<file path="config.mk">
export PLATFORM = sky130hd
export DESIGN_NAME = bridge_driver_status_special_regs
export DESIGN_NICKNAME = d
export VERILOG_FILES = /design/src/verilog/bridge_regs_pkg.sv /design/src/verilog/bridge_driver_status_special_regs.sv
export SDC_FILE = /design/constraint.sdc
export NUM_CORES = 1
export LEC_CHECK = 0
export BUFFER_PORTS_ARGS = -buffer_cell sky130_fd_sc_hd__buf_2
export CAP_MARGIN = 5
export CORE_AREA = 2 2 101 103
export DETAILED_ROUTE_END_ITERATION = 6
export DIE_AREA = 0 0 103 105
export GPL_TIMING_DRIVEN = 0
export SLEW_MARGIN = 10
export SYNTH_ARGS = -nofsm -noshare
export SYNTH_HDL_FRONTEND = slang
export SYNTH_SLANG_ARGS = --single-unit
</file>
<file path="constraint.sdc">
create_clock -name core_clk -period 3.7 [get_ports core_clk]
set_input_delay 0.74 -clock core_clk [delete_from_list [all_inputs] [get_ports core_clk]]
set_output_delay 0.74 -clock core_clk [all_outputs]
set_load 0.1 [all_outputs]
</file>
<file path="src/verilog/bridge_regs_pkg.sv">
package bridge_regs_pkg;

    // ------------------------------------------------------------
    // serial frame
    // ------------------------------------------------------------
    localparam logic [4:0] FRAME_BITS = 5'h10;
    localparam logic [4:0] INSTR_LAST_BIT = 5'h07;
    localparam logic [4:0] BIT_CNT_MAX = 5'h1F;
    localparam logic [4:0] SO_ENABLE_FROM = 5'h02;
    localparam logic [1:0] CHIP_ADDR = 2'h0;
    localparam logic [4:0] CHECK_FIXED = 5'h15;
    localparam logic [7:0] WRITE_ANSWER = 8'h00;
    localparam logic [7:0] INVALID_ANSWER = 8'hFF;
    localparam int RW_BIT = 5;

    // instruction codes, read/write flag included
    localparam logic [5:0] RD_ID = 6'h04;
    localparam logic [5:0] RD_REV = 6'h06;
    localparam logic [5:0] RD_DIA1 = 6'h10;
    localparam logic [5:0] RD_DIA2 = 6'h18;
    localparam logic [5:0] RD_CONFIG = 6'h08;
    localparam logic [5:0] RD_STATCON = 6'h0C;
    localparam logic [5:0] RD_SPECIAL = 6'h0E;
    localparam logic [5:0] WR_DIA1 = 6'h30;
    localparam logic [5:0] WR_DIA2 = 6'h38;
    localparam logic [5:0] WR_CONFIG = 6'h28;
    localparam logic [5:0] WR_STATCON = 6'h2C;
    localparam logic [5:0] WR_SPECIAL = 6'h2E;

    // identity values, arbitrary
    localparam logic [7:0] DEVICE_ID = 8'h5A;
    localparam logic [7:0] REVISION = 8'h01;

    // ------------------------------------------------------------
    // field positions and reset values
    // ------------------------------------------------------------
    localparam int LATCH_EN_BIT = 5;
    localparam int DIAG2_CLEAR_BIT = 4;
    localparam int TRANSFER_BIT = 3;
    localparam int CONFIG_RESET_BIT = 1;
    localparam int SLEW_BIT = 2;
    localparam int JITTER_BIT = 0;
    localparam int OL_FILTER_BIT = 4;
    localparam logic [2:0] STATCON_CFG_POR = 3'h6;
    localparam logic [7:0] SPECIAL_POR = 8'h59;
    localparam logic [7:0] CONFIG_POR = 8'hFA;
    localparam logic [3:0] NO_FAILURE = 4'hF;
    localparam logic [3:0] VS_UNDERVOLTAGE_CODE = 4'hD;
    // pin order {chip_select_n, sck, si, disable, ability}
    localparam logic [4:0] PIN_IDLE = 5'h11;

    // ------------------------------------------------------------
    // carriers
    // ------------------------------------------------------------
    typedef struct packed {
        logic vs_undervoltage;
        logic vdd_undervoltage;
        logic vdd_overvoltage;
        logic overtemp;
        logic current_limit;
        logic current_reduction;
    } monitor_t;

    localparam monitor_t MONITOR_IDLE = '{default: 1'b0};

    typedef struct packed {
        logic slew_select;
        logic clock_jitter_enable;
        logic open_load_filter;
        logic vdd_test_off;
        logic vdd_test_lift;
    } option_out_t;

endpackage : bridge_regs_pkg

</file>
<file path="src/verilog/bridge_driver_status_special_regs.sv">
// Functional notes
// - clearing the transfer bit moves latched first-register faults to second, code becomes 1111
// - transfer ignored while power-stage supply is under-voltage
// - transfer bit reads 1; writing 1 does nothing
// - writing 0 to bit 4 clears stored errors of second register
// - supply monitor bit 0 reads 0 on over-voltage, else 1
// - power-stage under-voltage never clears the over-voltage flag
// - over-voltage flag cleared only by latch bit, serial reset or supply reset
// - only configuration and clear bits of supply monitor are writable
// - special bit 2 selects fast (1) or slow (0) edges
// - special bit 0 enables jittered state machine clock
// - supply power-up loads power-up default of every register
// - each enable or disable edge applies enable/disable reset values
// - while disabled by pin levels, only config stage-control bits stay forced; disable-reset values land on the edge
// - config reset bit acts as serial reset to serial defaults
// - reading a register returns its clear-on-read bits to inactive
// - transfer bit resets first diagnosis register fault bits
// - reading first register keeps bits; only transfer, enable/disable edges, serial reset or supply reset clear them
`timescale 1ns/1ps

module bridge_driver_status_special_regs
    import bridge_regs_pkg::*;
(
    // clock and reset
    input wire logic core_clk,
    input wire logic reset_n,
    // serial port pins
    input wire logic chip_select_n_pin,
    input wire logic sck_pin,
    input wire logic si_pin,
    output logic so_out,
    output logic so_oe,
    // power stage enable pins
    input wire logic disable_pin,
    input wire logic ability_pin_in,
    output logic ability_pin_out,
    output logic ability_pin_oe,
    // analog monitors and fault detection
    input wire bridge_regs_pkg::monitor_t monitor_in,
    input wire logic fault_valid,
    input wire logic [3:0] fault_code,
    // options to the power stage and clock
    output bridge_regs_pkg::option_out_t options
);

    // ------------------------------------------------------------
    // declarations
    // ------------------------------------------------------------
    logic [4:0] pin_meta;
    logic [4:0] pin_sync;
    monitor_t mon_meta;
    monitor_t mon;
    logic sck_prev, cs_n_prev, disabled_prev;
    logic cs_n, sck, si, ability;
    logic sck_rise, sck_fall, cs_fall, cs_rise;
    logic stage_disabled, enable_edge_reset;
    logic [4:0] bit_cnt_reg;
    logic [15:0] rx_shift_reg;
    logic [7:0] instr_reg;
    logic instr_ok_reg;
    logic [7:0] tx_shift_reg;
    logic trans_fail_reg;
    logic [7:0] instr_now;
    logic cmd_ok;
    logic [7:0] answer;
    logic decode_strobe, read_dia2, commit;
    logic [7:0] wdata;
    logic transfer, diag2_clear, serial_command_reset;
    logic ot1_reg, ot2_reg, cur_red_reg, cur_lim_reg;
    logic [3:0] diag1_code_reg, diag2_code_reg;
    logic [2:0] statcon_cfg_reg;
    logic ov_flag_reg;
    logic [7:0] special_reg;
    logic [7:0] dia1_view, dia2_view, statcon_view, config_view;

    // ------------------------------------------------------------
    // input synchronisers
    // ------------------------------------------------------------
    // pins and analog monitors are asynchronous to core_clk
    always_ff @(posedge core_clk)
    begin
        if (!reset_n)
        begin
            pin_meta <= PIN_IDLE;
            pin_sync <= PIN_IDLE;
            mon_meta <= MONITOR_IDLE;
            mon <= MONITOR_IDLE;
        end
        else
        begin
            pin_meta <= {chip_select_n_pin, sck_pin, si_pin, disable_pin, ability_pin_in};
            pin_sync <= pin_meta;
            mon_meta <= monitor_in;
            mon <= mon_meta;
        end
    end

    assign cs_n = pin_sync[4];
    assign sck = pin_sync[3];
    assign si = pin_sync[2];
    assign ability = pin_sync[0];

    // edge history, read from the second stage only
    always_ff @(posedge core_clk)
    begin
        if (!reset_n)
        begin
            sck_prev <= 1'b0;
            cs_n_prev <= 1'b1;
            disabled_prev <= 1'b0;
        end
        else
        begin
            sck_prev <= sck;
            cs_n_prev <= cs_n;
            disabled_prev <= stage_disabled;
        end
    end

    assign sck_rise = sck & ~sck_prev & ~cs_n;
    assign sck_fall = ~sck & sck_prev & ~cs_n;
    assign cs_fall = ~cs_n & cs_n_prev;
    assign cs_rise = cs_n & ~cs_n_prev;
    // stages off when disable high or ability low
    assign stage_disabled = pin_sync[1] | ~ability;
    assign enable_edge_reset = stage_disabled ^ disabled_prev;

    // ------------------------------------------------------------
    // serial frame receive
    // ------------------------------------------------------------
    // count saturates so an overlong frame never wraps back to 16
    always_ff @(posedge core_clk)
    begin
        if (!reset_n)
        begin
            bit_cnt_reg <= 5'h00;
            rx_shift_reg <= 16'h0000;
        end
        else if (cs_fall)
        begin
            bit_cnt_reg <= 5'h00;
        end
        else if (sck_fall)
        begin
            rx_shift_reg <= {rx_shift_reg[14:0], si};
            if (bit_cnt_reg != BIT_CNT_MAX)
                bit_cnt_reg <= bit_cnt_reg + 5'h01;
        end
    end

    assign instr_now = {rx_shift_reg[6:0], si};
    assign decode_strobe = sck_fall && (bit_cnt_reg == INSTR_LAST_BIT);
    assign wdata = rx_shift_reg[7:0];

    // instruction decode and answer byte
    always_comb
    begin
        cmd_ok = 1'b1;
        answer = WRITE_ANSWER;
        case (instr_now[5:0])
            RD_ID: answer = DEVICE_ID;
            RD_REV: answer = REVISION;
            RD_DIA1: answer = dia1_view;
            RD_DIA2: answer = dia2_view;
            RD_CONFIG: answer = config_view;
            RD_STATCON: answer = statcon_view;
            RD_SPECIAL: answer = special_reg;
            WR_DIA1, WR_DIA2, WR_CONFIG, WR_STATCON, WR_SPECIAL: answer = WRITE_ANSWER;
            default: cmd_ok = 1'b0;
        endcase
        if (instr_now[7:6] != CHIP_ADDR)
            cmd_ok = 1'b0;
        if (!cmd_ok)
            answer = INVALID_ANSWER;
    end

    // latch the instruction after its eighth bit
    always_ff @(posedge core_clk)
    begin
        if (!reset_n)
        begin
            instr_reg <= 8'h00;
            instr_ok_reg <= 1'b0;
        end
        else if (cs_fall)
        begin
            instr_ok_reg <= 1'b0;
        end
        else if (decode_strobe)
        begin
            instr_reg <= instr_now;
            instr_ok_reg <= cmd_ok;
        end
    end

    // writes only land on a complete, valid 16-clock frame
    assign commit = cs_rise && (bit_cnt_reg == FRAME_BITS) && instr_ok_reg && instr_reg[RW_BIT];
    assign read_dia2 = decode_strobe && cmd_ok && (instr_now[5:0] == RD_DIA2);

    // failure flag reported in the next frame's check byte
    always_ff @(posedge core_clk)
    begin
        if (!reset_n)
            trans_fail_reg <= 1'b0;
        else if (cs_rise && ((bit_cnt_reg != FRAME_BITS) || !instr_ok_reg))
            trans_fail_reg <= 1'b1;
        else if (cs_fall)
            trans_fail_reg <= 1'b0;
    end

    // ------------------------------------------------------------
    // serial frame transmit
    // ------------------------------------------------------------
    // first bit shows at select, the rest move on rising clock edges
    always_ff @(posedge core_clk)
    begin
        if (!reset_n)
        begin
            tx_shift_reg <= 8'h00;
            so_out <= 1'b0;
            so_oe <= 1'b0;
        end
        else if (cs_fall)
        begin
            // first rise shifts nothing and the second releases bit 7, so the byte sits one place lower
            tx_shift_reg <= {1'b0, CHECK_FIXED, trans_fail_reg, 1'b0};
            so_out <= 1'b0;
            so_oe <= 1'b0;
        end
        else if (cs_rise)
        begin
            so_oe <= 1'b0;
        end
        else if (decode_strobe)
        begin
            tx_shift_reg <= answer;
        end
        else if (sck_rise && (bit_cnt_reg != 5'h00))
        begin
            so_out <= tx_shift_reg[7];
            tx_shift_reg <= {tx_shift_reg[6:0], 1'b0};
            // two leading check bits stay released to avoid bus fights
            so_oe <= (bit_cnt_reg >= SO_ENABLE_FROM);
        end
    end

    // ------------------------------------------------------------
    // register write decode
    // ------------------------------------------------------------
    assign transfer = commit && (instr_reg[5:0] == WR_STATCON) && !wdata[TRANSFER_BIT]
                      && !mon.vs_undervoltage;
    assign diag2_clear = commit && (instr_reg[5:0] == WR_STATCON) && !wdata[DIAG2_CLEAR_BIT];
    assign serial_command_reset = commit && (instr_reg[5:0] == WR_CONFIG) && !wdata[CONFIG_RESET_BIT];

    // ------------------------------------------------------------
    // first diagnosis register
    // ------------------------------------------------------------
    // a new fault lands in the same cycle as a clear and wins
    always_ff @(posedge core_clk)
    begin
        if (!reset_n)
        begin
            ot1_reg <= 1'b1;
            diag1_code_reg <= NO_FAILURE;
        end
        else
        begin
            if (serial_command_reset || enable_edge_reset || transfer)
            begin
                ot1_reg <= 1'b1;
                diag1_code_reg <= NO_FAILURE;
            end
            if (mon.overtemp)
                ot1_reg <= 1'b0;
            // only the first latched fault is kept; reads leave it alone
            if (fault_valid && ((diag1_code_reg == NO_FAILURE) || transfer || enable_edge_reset
                                || serial_command_reset))
                diag1_code_reg <= fault_code;
        end
    end

    // supply under-voltage code shows live, never stored
    assign dia1_view = {~stage_disabled, ot1_reg, 2'b00,
                        mon.vs_undervoltage ? VS_UNDERVOLTAGE_CODE : diag1_code_reg};

    // ------------------------------------------------------------
    // second diagnosis register
    // ------------------------------------------------------------
    // a transfer in the same write as a clear is kept
    always_ff @(posedge core_clk)
    begin
        if (!reset_n)
        begin
            ot2_reg <= 1'b1;
            diag2_code_reg <= NO_FAILURE;
        end
        else
        begin
            if (serial_command_reset || diag2_clear)
            begin
                ot2_reg <= 1'b1;
                diag2_code_reg <= NO_FAILURE;
            end
            if (transfer)
            begin
                ot2_reg <= ot1_reg;
                diag2_code_reg <= diag1_code_reg;
            end
        end
    end

    // clear-on-read info bits, low while active; a new event beats the read
    always_ff @(posedge core_clk)
    begin
        if (!reset_n)
        begin
            cur_red_reg <= 1'b1;
            cur_lim_reg <= 1'b1;
        end
        else
        begin
            if (read_dia2 || enable_edge_reset || diag2_clear || serial_command_reset)
            begin
                cur_red_reg <= 1'b1;
                cur_lim_reg <= 1'b1;
            end
            if (mon.current_reduction)
                cur_red_reg <= 1'b0;
            if (mon.current_limit)
                cur_lim_reg <= 1'b0;
        end
    end

    assign dia2_view = {cur_red_reg, cur_lim_reg, ot2_reg, 1'b0, diag2_code_reg};

    // ------------------------------------------------------------
    // supply monitor status and control
    // ------------------------------------------------------------
    // only the three configuration bits are stored
    always_ff @(posedge core_clk)
    begin
        if (!reset_n || serial_command_reset)
            statcon_cfg_reg <= STATCON_CFG_POR;
        else if (commit && (instr_reg[5:0] == WR_STATCON))
            statcon_cfg_reg <= wdata[7:5];
    end

    // latch off makes the flag follow the comparator
    always_ff @(posedge core_clk)
    begin
        if (!reset_n)
            ov_flag_reg <= 1'b0;
        else if (mon.vdd_overvoltage)
            ov_flag_reg <= 1'b1;
        else if (!statcon_cfg_reg[LATCH_EN_BIT - 5] || serial_command_reset)
            ov_flag_reg <= 1'b0;
    end

    // clear bits always read 1, status bits are live or latched
    assign statcon_view = {statcon_cfg_reg, 1'b1, 1'b1, ability, ~mon.vdd_undervoltage, ~ov_flag_reg};

    // ------------------------------------------------------------
    // edge rate and clock options
    // ------------------------------------------------------------
    always_ff @(posedge core_clk)
    begin
        if (!reset_n || serial_command_reset)
            special_reg <= SPECIAL_POR;
        else if (commit && (instr_reg[5:0] == WR_SPECIAL))
            special_reg <= wdata;
    end

    // read-only configuration; stage-control bits forced while disabled
    assign config_view = {CONFIG_POR[7], CONFIG_POR[6:4] | {3{stage_disabled}}, CONFIG_POR[3:0]};

    // ------------------------------------------------------------
    // outputs
    // ------------------------------------------------------------
    always_ff @(posedge core_clk)
    begin
        if (!reset_n)
        begin
            options <= '{slew_select: SPECIAL_POR[SLEW_BIT], clock_jitter_enable: SPECIAL_POR[JITTER_BIT],
                         open_load_filter: SPECIAL_POR[OL_FILTER_BIT], vdd_test_off: STATCON_CFG_POR[2],
                         vdd_test_lift: STATCON_CFG_POR[1]};
        end
        else
        begin
            options.slew_select <= special_reg[SLEW_BIT];
            options.clock_jitter_enable <= special_reg[JITTER_BIT];
            options.open_load_filter <= special_reg[OL_FILTER_BIT];
            options.vdd_test_off <= statcon_cfg_reg[2];
            options.vdd_test_lift <= statcon_cfg_reg[1];
        end
    end

    // ability pin pulled low on any logic supply fault
    always_ff @(posedge core_clk)
    begin
        if (!reset_n)
        begin
            ability_pin_out <= 1'b0;
            ability_pin_oe <= 1'b0;
        end
        else
        begin
            ability_pin_out <= 1'b0;
            ability_pin_oe <= mon.vdd_undervoltage | mon.vdd_overvoltage;
        end
    end

endmodule : bridge_driver_status_special_regs

</file>
==> results.sh, run 1 <==
export IMPL_pin_count=27
export IMPL_cts_resized=0
export IMPL_report_final_slew_viol_count=0
export IMPL_crit_chain="ha_1 -> nand2_1 -> nor4b_1 -> and3_1 -> buf_2 -> nand3_1 -> a22o_1"
export IMPL_required_ps=3950
export IMPL_clock_path_buffers=2
export IMPL_cp_num_buf_inv=1
export IMPL_routabilityCongestion=0.8279
export IMPL_syn_num_nets=408
export IMPL_antenna_left=0
export IMPL_leakagePower_uw=0.001511
export IMPL_slowest_stage="nor4b_1"
export IMPL_postSynthCellCount=386
export IMPL_core_area_um2=9639
export IMPL_fp_row_count=36
export IMPL_hpwl_um=5715
export IMPL_drcViolationCount=0
export IMPL_root_buffer="clkbuf_8"
export IMPL_grt_remaining_overflow=0
export IMPL_slew_headroom=0.5139
export IMPL_holdBufCountCts=0
export IMPL_first_pass_iters=4
export IMPL_postCtsSetupRepairBufs=0
export IMPL_antenna_found_initial=0
export IMPL_initial_core_util=0.3747
export IMPL_ys_types=49
export IMPL_syn_to_final_growth_pct=13.58
export IMPL_h_tree_depth=3
export IMPL_worstSetupPathType="reg -> reg"
export IMPL_fillers=981
export IMPL_worstPathArrival_ps=2580
export IMPL_die_y_um=105
export IMPL_powerDensity_nw_per_um2=413.4
export IMPL_die_w_um=103
export IMPL_netlist_area_um2=3612
export IMPL_fmax_mhz=429.9
export IMPL_final_common_cell="dfxtp_1"
export IMPL_grt_pass1_vias=2602
export IMPL_layout_common_cells="dfxtp_1 (86), nand2_1 (52), buf_2 (26), and2_1 (24), nor2_1 (23)"
export IMPL_wl_per_cell_um=14.04
export IMPL_die_area_um2=10820
export IMPL_grt_pass1_wl_um=13140
export IMPL_skew_ps=10.96
export IMPL_rsz0062_at_grt="no"
export IMPL_cp_top_family="simple AND/OR/NAND/NOR gates"
export IMPL_place_area_um2=3904
export IMPL_ys_warn_count=0
export IMPL_nets=444
export IMPL_post_route_period_util=0.6287
export IMPL_grt_start_max_net_pins=19
export IMPL_diodes=0
export IMPL_vias=2757
export IMPL_status="finished clean"
export IMPL_critPathMaxStageDelay_ps=580
export IMPL_fin_area_um2=4103
export IMPL_avgSynthCellArea_um2=9.358
export IMPL_io_buffer_count=25
export IMPL_grt_use_total=0.1562
export IMPL_synth_async_reset_ratio=0
export IMPL_synthTopCellsByArea="dfxtp_1 (48%), mux2i_1 (5.8%), nand2_1 (5.4%), and2_1 (4.2%), nand2b_1 (2.8%)"
export IMPL_clkSlewWorstSetupHoldPaths_ps=100
export IMPL_synth_area_leader_cell="dfxtp_1"
export IMPL_clock_sinks=86
export IMPL_peakVddDrop_mv=0.1873
export IMPL_min_path_type="reg -> reg"
export IMPL_fin_crit_ps=2326
export IMPL_cts_made_buffers=9
export IMPL_viasPerCell=4.923
export IMPL_max_cap_viol_count=0
export IMPL_synth_top_area_share=0.4766
export IMPL_cts_tree="built"
export IMPL_finalSetupViolCount=0
export IMPL_synth_edf_count=0
export IMPL_drive_gt1_frac=0.1405
export IMPL_synth_ff_type="dfxtp_1"
export IMPL_finalHoldViolCount=0
export IMPL_clock_latency_ps=360
export IMPL_synth_seq_area_share=0.4766
export IMPL_wl_um=7864
export IMPL_cp_max_fo=9
export IMPL_cp_start_kind="flop"
export IMPL_worst_slew_pin_slew_ps=723.1
export IMPL_ys_seq_elements=86
export IMPL_tns_ps=0
export IMPL_critPathCaptureType="flop"
export IMPL_drt_iter0_markers=105
## per-layer routing
metal / routed length [µm] / vias to the layer above / part of all wire / track usage
met5: 0 / - / 0 / 0
met4: 85 / 0 / 0.011 / 0.04229
met3: 377 / 8 / 0.048 / 0.02943
met2: 3701 / 53 / 0.47 / 0.2393
met1: 3699 / 1289 / 0.47 / 0.2233
li1: - / 1407 / - / -
## power by group
group          switching [µW]  leakage, µW  internal [µW]  total (µW)
clock                     384    0.0000990            269         653
sequential               12.6     0.000700            946         959
combinational            49.2     0.000712           35.4        84.6
total                     446      0.00151           1250        1700
## worst reg2reg max path, delay by kind of cell, from the launching register on
kind	cells	cell delay, ps
flops	1	450
buf+inv	1	210
compound gates	1	250
simple gates	4	1040
fa+ha+maj	1	290
## area by class of cell
| class | instances | area, µm² | area share |
|---|---|---|---|
| multi-input combinational | 272 | 1765 | 0.4303 |
| clock inverter | 7 | 75.07 | 0.01830 |
| timing repair buffer | 25 | 125.1 | 0.03050 |
| clock buffer | 9 | 123.9 | 0.03019 |
| inverter | 6 | 22.52 | 0.005489 |
| tap | 133 | 166.4 | 0.04056 |
| buffer | 22 | 102.6 | 0.02501 |
| sequential | 86 | 1722 | 0.4196 |
## Yosys cell counts (2+ instances only)
cell,count
nor3_2,3
a21o_1,3
nor2b_1,10
nand2b_1,16
nand3_1,11
a21boi_0,8
mux2_2,6
nand3b_1,2
o22a_1,9
and2_1,24
and3_1,3
nand2_1,52
clkbuf_1,18
xnor2_1,2
a22o_1,3
nor2_1,23
a2bb2oi_1,2
dfxtp_1,86
a21oi_1,14
nor3_1,4
nand4_1,6
nand4bb_1,2
buf_6,2
a22oi_1,4
mux2i_1,21
ha_1,4
o21ai_0,14
inv_1,6
nor4_1,3
a32oi_1,3
xor2_1,3
o211ai_1,2
## cell families after synthesis
logic type      synth area share
mux                      0.07689
xor+xnor                 0.01213
simple gates              0.2473
fa+ha+maj                0.01386
buf+inv                  0.03464
flops                     0.4766
other cells             0.001038
compound gates            0.1375
## worst paths after layout
path | start | end | slack, ps | cells past startpoint
max | bit_cnt_reg[1]$_SDFFE_PP0P_ | tx_shift_reg[7]$_SDFFE_PP0P_ | 1370 | 7
min reg2reg | mon[2]$_SDFF_PN0_ | ot1_reg$_SDFFE_PN1P_ | 400 | 1
min | mon[2]$_SDFF_PN0_ | ot1_reg$_SDFFE_PN1P_ | 400 | 1
max reg2reg | bit_cnt_reg[1]$_SDFFE_PP0P_ | tx_shift_reg[7]$_SDFFE_PP0P_ | 1370 | 7
## per-stage QoR
| stage | setup WS, ps | hold slack (ps) | power [µW] | utilization | std cells |
|---|---|---|---|---|---|
| 3_5_place_dp | 1258 | 391.4 | 1065 | 0.4050 | 544 |
| 4_1_cts | 1370 | 402.0 | 1715 | 0.4256 | 560 |
| 6_report | 1374 | 397.9 | 1696 | 0.4256 | 560 |
| 3_3_place_gp | 1217 | 391.2 | 1064 | 0.4050 | 544 |
| 2_1_floorplan | 1823 | 386.2 | 1037 | - | 386 |
| 5_1_grt | 1229 | 406.6 | 1777 | 0.4256 | 560 |
(Power assumes the default switching activity.)
==> inputs of run 2 (changes only) <==
--- a/config.mk
+++ b/config.mk
@@ -5,11 +5,12 @@
 export SDC_FILE = /design/constraint.sdc
 export NUM_CORES = 1
 export LEC_CHECK = 0
+export ABC_AREA = 1
 export BUFFER_PORTS_ARGS = -buffer_cell sky130_fd_sc_hd__buf_2
 export CAP_MARGIN = 5
-export CORE_AREA = 2 2 101 103
+export CORE_AREA = 2 2 103 105
 export DETAILED_ROUTE_END_ITERATION = 6
-export DIE_AREA = 0 0 103 105
+export DIE_AREA = 0 0 105 107
 export GPL_TIMING_DRIVEN = 0
 export SLEW_MARGIN = 10
 export SYNTH_ARGS = -nofsm -noshare
==> constraint.sdc (replaced) <==
create_clock -name core_clk -period 2.4 [get_ports core_clk]
set_input_delay 0.48 -clock core_clk [delete_from_list [all_inputs] [get_ports core_clk]]
set_output_delay 0.48 -clock core_clk [all_outputs]
set_load 0.1 [all_outputs]
==> results.sh, run 2 <==
export IMPL_synth_edf_count=0
export IMPL_cp_top_family="simple AND/OR/NAND/NOR gates"
export IMPL_grt_remaining_overflow=0
export IMPL_peakVddDrop_mv=0.3396
export IMPL_skew_ps=8.034
export IMPL_nets=554
export IMPL_drcViolationCount=0
export IMPL_worstPathArrival_ps=1960
export IMPL_pin_count=27
export IMPL_h_tree_depth=3
export IMPL_max_cap_viol_count=0
export IMPL_routabilityCongestion=0.9367
export IMPL_postSynthCellCount=497
export IMPL_wl_per_cell_um=12.44
export IMPL_grt_pass1_vias=2964
export IMPL_leakagePower_uw=0.001936
export IMPL_antenna_found_initial=0
export IMPL_fillers=1072
export IMPL_grt_use_total=0.1595
export IMPL_fmax_mhz=578.8
export IMPL_die_w_um=105
export IMPL_synth_ff_type="dfxtp_1"
export IMPL_synthTopCellsByArea="dfxtp_1 (46%), nand2_1 (11%), inv_1 (7.7%), a21oi_1 (4.8%), o21ai_0 (4.3%)"
export IMPL_fp_row_count=37
export IMPL_min_path_type="in -> reg"
export IMPL_syn_to_final_growth_pct=13.67
export IMPL_slew_headroom=0.6108
export IMPL_syn_num_nets=519
export IMPL_cp_num_buf_inv=2
export IMPL_clock_path_buffers=2
export IMPL_clkSlewWorstSetupHoldPaths_ps=90
export IMPL_wl_um=8371
export IMPL_status="finished clean"
export IMPL_avgSynthCellArea_um2=7.535
export IMPL_synth_seq_area_share=0.4597
export IMPL_finalSetupViolCount=0
export IMPL_vias=3121
export IMPL_ys_seq_elements=86
export IMPL_drt_iter0_markers=213
export IMPL_netlist_area_um2=3745
export IMPL_critPathMaxStageDelay_ps=350
export IMPL_post_route_period_util=0.7199
export IMPL_synth_async_reset_ratio=0
export IMPL_critPathCaptureType="flop"
export IMPL_clock_latency_ps=360
export IMPL_synth_most_common_cell="nand2_1"
export IMPL_fin_crit_ps=1728
export IMPL_p_seq_frac=0.536
export IMPL_layout_common_cells="nand2_1 (105), dfxtp_1 (86), inv_1 (77), a21oi_1 (36)"
export IMPL_worstSetupPathType="reg -> reg"
export IMPL_cp_max_fo=7
export IMPL_ys_types=37
export IMPL_io_buffer_count=24
export IMPL_tns_ps=0
export IMPL_report_final_slew_viol_count=0
export IMPL_viasPerCell=4.637
export IMPL_drive_gt1_frac=0.1750
export IMPL_dp_cells=657
export IMPL_crit_chain="inv_1 -> ha_1 -> nand3_2 -> nor2_4 -> nand2_4 -> nand2_4 -> inv_1 -> nand3_1 -> o21ai_0"
export IMPL_antenna_left=0
export IMPL_synth_top_cells_by_count="nand2_1 (105), dfxtp_1 (86), inv_1 (77), a21oi_1 (36)"
export IMPL_die_y_um=107
export IMPL_first_pass_iters=4
export IMPL_powerDensity_nw_per_um2=645.1
export IMPL_worst_slew_pin_slew_ps=583.8
export IMPL_switching_power_uw=652.5
export IMPL_core_area_um2=10090
export IMPL_synth_top_area_share=0.4597
export IMPL_p_clk_frac=0.410
export IMPL_die_area_um2=11240
export IMPL_hpwl_um=6258
export IMPL_final_common_cell="nand2_1"
export IMPL_synth_area_leader_cell="dfxtp_1"
export IMPL_swShare=0.2376
export IMPL_rsz0062_at_grt="no"
export IMPL_initial_core_util=0.3711
export IMPL_cts_resized=0
export IMPL_diodes=0
export IMPL_combPwrFrac=0.054
export IMPL_cts_made_buffers=9
export IMPL_finalHoldViolCount=0
export IMPL_ys_warn_count=0
export IMPL_root_buffer="clkbuf_8"
export IMPL_holdBufCountCts=0
export IMPL_clock_sinks=86
export IMPL_cp_start_kind="flop"
export IMPL_fin_util=0.4218
export IMPL_fin_cells=673
export IMPL_slowest_stage="dfxtp_1"
export IMPL_postCtsSetupRepairBufs=0
export IMPL_p_int_uw=2093
export IMPL_required_ps=2640
export IMPL_cts_tree="built"
export IMPL_grt_pass1_wl_um=14130
export IMPL_grt_start_max_net_pins=16
-- run 2: worst paths after layout --
check                               from  slack, ps                        to  depth (start not counted)
max reg2reg  bit_cnt_reg[0]$_SDFFE_PP0P_        670  ov_flag_reg$_SDFFE_PN0P_                          9
min                        monitor_in[4]        290    mon_meta[4]$_SDFF_PN0_                          3
min reg2reg            mon[2]$_SDFF_PN0_        420      ot1_reg$_SDFFE_PN1P_                          1
max          bit_cnt_reg[0]$_SDFFE_PP0P_        670  ov_flag_reg$_SDFFE_PN0P_                          9
-- run 2: cell families (layout without fill, tap and decap cells) --
kind of cell | count (synthesis) | after routing | share of synthesized area
AND/OR/NAND/NOR | 209 | 209 | 0.2696
buffers and inverters | 100 | 140 | 0.1103
AO/OA/AOI/OAI | 95 | 95 | 0.1413
flip-flops | 86 | 86 | 0.4597
adder cells (fa/ha/maj) | 4 | 4 | 0.01337
XOR/XNOR | 2 | 2 | 0.004678
other | 1 | 1 | 0.001001
-- run 2: worst register-to-register path: stages, from the launching register on --
cell and delay (ps):
dfxtp_1 350, inv_1 110, ha_1 200, nand3_2 120, nor2_4 280, nand2_4 120
nand2_4 130, inv_1 130, nand3_1 100, o21ai_0 80
-- run 2: power groups by stage --
stage | Clock, µW | Combinational, µW | Sequential [µW]
4_1_cts | 1150 | 149 | 1470
2_1_floorplan | 0 | 101 | 1510
6_report | 1130 | 147 | 1470
3_3_place_gp | 0 | 145 | 1510
3_5_place_dp | 0 | 149 | 1510
5_1_grt | 1210 | 170 | 1480
-- run 2: layout make-up --
cell class / instances / area (µm²) / share of cell area
Buffer: 13 / 85.08 / 0.01999
Clock inverter: 7 / 97.59 / 0.02293
Tap cell: 136 / 170.2 / 0.03998
Timing Repair Buffer: 24 / 120.1 / 0.02822
Sequential cell: 86 / 1722 / 0.4045
Multi-Input combinational cell: 311 / 1610 / 0.3783
Clock buffer: 9 / 123.9 / 0.02910
Inverter: 87 / 327.8 / 0.07701
-- run 2: metrics by stage --
step	worst slack [ps]	power, µW	cell area (µm²)	hold slack [ps]
global placement	581.5	1652	4035	394.3
CTS	675.4	2771	4257	279.8
floorplan	975.8	1609	3745	390.5
finish	672.4	2746	4257	291.7
detailed placement	547.9	1655	4035	397.6
global route	569.0	2852	4257	290.1
-- run 2: per-layer routing --
layer / vias up / track usage / share of wire
met3: 18 / 0.02918 / 0.046
met5: - / 0 / 0
met4: 0 / 0.07524 / 0.025
met2: 68 / 0.2560 / 0.45
li1: 1641 / - / -
met1: 1394 / 0.2080 / 0.48
==> inputs of run 3 (changes only) <==
--- a/config.mk
+++ b/config.mk
@@ -5,12 +5,12 @@
 export SDC_FILE = /design/constraint.sdc
 export NUM_CORES = 1
 export LEC_CHECK = 0
-export ABC_AREA = 1
+export ABC_AREA = 0
 export BUFFER_PORTS_ARGS = -buffer_cell sky130_fd_sc_hd__buf_2
 export CAP_MARGIN = 5
-export CORE_AREA = 2 2 103 105
+export CORE_AREA = 2 2 101 103
 export DETAILED_ROUTE_END_ITERATION = 6
-export DIE_AREA = 0 0 105 107
+export DIE_AREA = 0 0 103 105
 export GPL_TIMING_DRIVEN = 0
 export SLEW_MARGIN = 10
 export SYNTH_ARGS = -nofsm -noshare
==> constraint.sdc (replaced) <==
create_clock -name core_clk -period 1.7 [get_ports core_clk]
set_input_delay 0.34 -clock core_clk [delete_from_list [all_inputs] [get_ports core_clk]]
set_output_delay 0.34 -clock core_clk [all_outputs]
set_load 0.1 [all_outputs]
==> results.sh, run 3 (synthesis results as in run 1) <==
export IMPL_cp_max_fo=5
export IMPL_cp_start_kind="flop"
export IMPL_critPathCaptureType="flop"
export IMPL_grt_pass1_vias=2736
export IMPL_drcViolationCount=0
export IMPL_fmax_mhz=548.7
export IMPL_die_y_um=105
export IMPL_grt_start_max_net_pins=18
export IMPL_antenna_left=0
export IMPL_violations="setup timing"
export IMPL_holdBufCountCts=0
export IMPL_setup_slack_ps=-122.6
export IMPL_clock_latency_ps=360
export IMPL_swShare=0.2469
export IMPL_initial_core_util=0.3747
export IMPL_finalHoldViolCount=0
export IMPL_core_area_um2=9639
export IMPL_cts_tree="built"
export IMPL_slew_headroom=0.6362
export IMPL_worst_slew_pin_slew_ps=545.8
export IMPL_io_buffer_count=25
export IMPL_viasPerCell=4.977
export IMPL_diodes=0
export IMPL_crit_start="bit_cnt_reg[0]$_SDFFE_PP0P_"
export IMPL_clkSlewWorstSetupHoldPaths_ps=90
export IMPL_die_w_um=103
export IMPL_max_cap_viol_count=0
export IMPL_worstPathArrival_ps=2080
export IMPL_p_int_uw=2855
export IMPL_skew_ps=10.94
export IMPL_combPwrFrac=0.051
export IMPL_switching_power_uw=936.2
export IMPL_first_pass_iters=4
export IMPL_wl_per_cell_um=14.22
export IMPL_layout_common_cells="dfxtp_1 (79), nand2_1 (48), buf_2 (26), and2_1 (22), nor2_1 (20)"
export IMPL_pin_count=27
export IMPL_rsz0062_at_grt="yes"
export IMPL_status="finished, violations left"
export IMPL_routabilityCongestion=0.7945
export IMPL_drive_gt1_frac=0.2592
export IMPL_dp_slack_ps=-445.6
export IMPL_die_area_um2=10820
export IMPL_worstSetupPathType="reg -> reg"
export IMPL_drt_iter0_markers=131
export IMPL_wl_um=8090
export IMPL_peakVddDrop_mv=0.4432
export IMPL_reg2reg_depth=7
export IMPL_h_tree_depth=3
export IMPL_critPathCapture="diag2_code_reg[0]$_SDFFE_PN1P_"
export IMPL_reg2reg_to="diag2_code_reg[0]$_SDFFE_PN1P_"
export IMPL_r2r_start="bit_cnt_reg[0]$_SDFFE_PP0P_"
export IMPL_clock_sinks=86
export IMPL_fin_crit_ps=1823
export IMPL_p_seq_frac=0.550
export IMPL_grt_remaining_overflow=0
export IMPL_grt_use_total=0.1592
export IMPL_grt_pass1_wl_um=13430
export IMPL_report_final_slew_viol_count=0
export IMPL_required_ps=1960
export IMPL_finalPower_uw=3791
export IMPL_hpwl_um=5748
export IMPL_leakagePower_uw=0.001638
export IMPL_clock_path_buffers=2
export IMPL_fp_row_count=36
export IMPL_syn_to_final_growth_pct=21.79
export IMPL_p_clk_frac=0.399
export IMPL_cts_made_buffers=9
export IMPL_powerDensity_nw_per_um2=861.8
export IMPL_finalSetupViolCount=17
export IMPL_min_path_type="in -> reg"
export IMPL_post_route_period_util=1.072
export IMPL_vias=2832
export IMPL_reg2reg_slack_ps=-120
export IMPL_nets=453
export IMPL_antenna_found_initial=0
export IMPL_root_buffer="clkbuf_8"
export IMPL_final_common_cell="dfxtp_1"
==> run 3: per-stage QoR <==
stage	utilization	area, µm²	TNS [ps]	instances	hold slack, ps
floorplan	-	3655	-120.7	386	386.2
global placement	0.4094	3946	-9835	544	391.4
detailed placement	0.4094	3946	-10170	544	392.1
CTS	0.4463	4302	-2010	564	142.5
global route	0.4564	4399	-3470	569	150.7
finish	0.4564	4399	-1205	569	156.1
==> run 3: critical path: stages (launching register included) <==
cell	delay [ps]
dfxtp_2	340
inv_2	70
ha_4	150
nand4b_4	130
or4_4	490
nor3_4	190
nand3_2	140
o22a_1	200
==> run 3: power by group through the flow <==
stage                     combinational (µW)  clock (µW)  sequential, µW
after floorplan                          125           0            2130
after global placement                   185           0            2130
after detailed placement                 187           0            2130
after CTS                                192        1560            2090
after global routing                     216        1640            2090
final                                    194        1510            2090
==> run 3: metal layers <==
layer | track usage | part of all wire | vias to the layer above
met2 | 0.2514 | 0.48 | 53
met5 | 0 | 0 | -
met1 | 0.2183 | 0.47 | 1345
li1 | - | - | 1428
met3 | 0.04013 | 0.043 | 6
met4 | 0.03477 | 0.0087 | 0
==> run 3: how the worst min path moves through the flow <==
stage                           startpoint                endpoint  slack [ps]  cells past startpoint
floorplan                mon[2]$_SDFF_PN0_    ot1_reg$_SDFFE_PN1P_         390                      1
global placement    pin_meta[4]$_SDFF_PN1_  pin_sync[4]$_SDFF_PN1_         390                      1
detailed placement  pin_meta[0]$_SDFF_PN1_  pin_sync[0]$_SDFF_PN1_         390                      1
CTS                      chip_select_n_pin  pin_meta[4]$_SDFF_PN1_         140                      2
global route                ability_pin_in  pin_meta[0]$_SDFF_PN1_         150                      2
finish                      ability_pin_in  pin_meta[0]$_SDFF_PN1_         160                      2
==> run 3: area by class of cell <==
cell class	instances	area (µm²)
clock inverters	7	86.33
clock buffers	9	123.9
fillers	953	5240
flip-flops and latches	86	1733
repair buffers	39	234.0
well taps	133	166.4
inverters	6	22.52
plain buffers	17	97.59
multi-input cells	272	1936
==> run 3: repair_timing <==
| item | in CTS | in global routing |
|---|---|---|
| pin swaps | 9 | 13 |
| endpoints found under the setup margin | 45 | 42 |
| setup buffers | 10 | 5 |
| gates cloned | 0 | 0 |
| resized for setup | 26 | 24 |
| hold endpoints to repair | 0 | 0 |
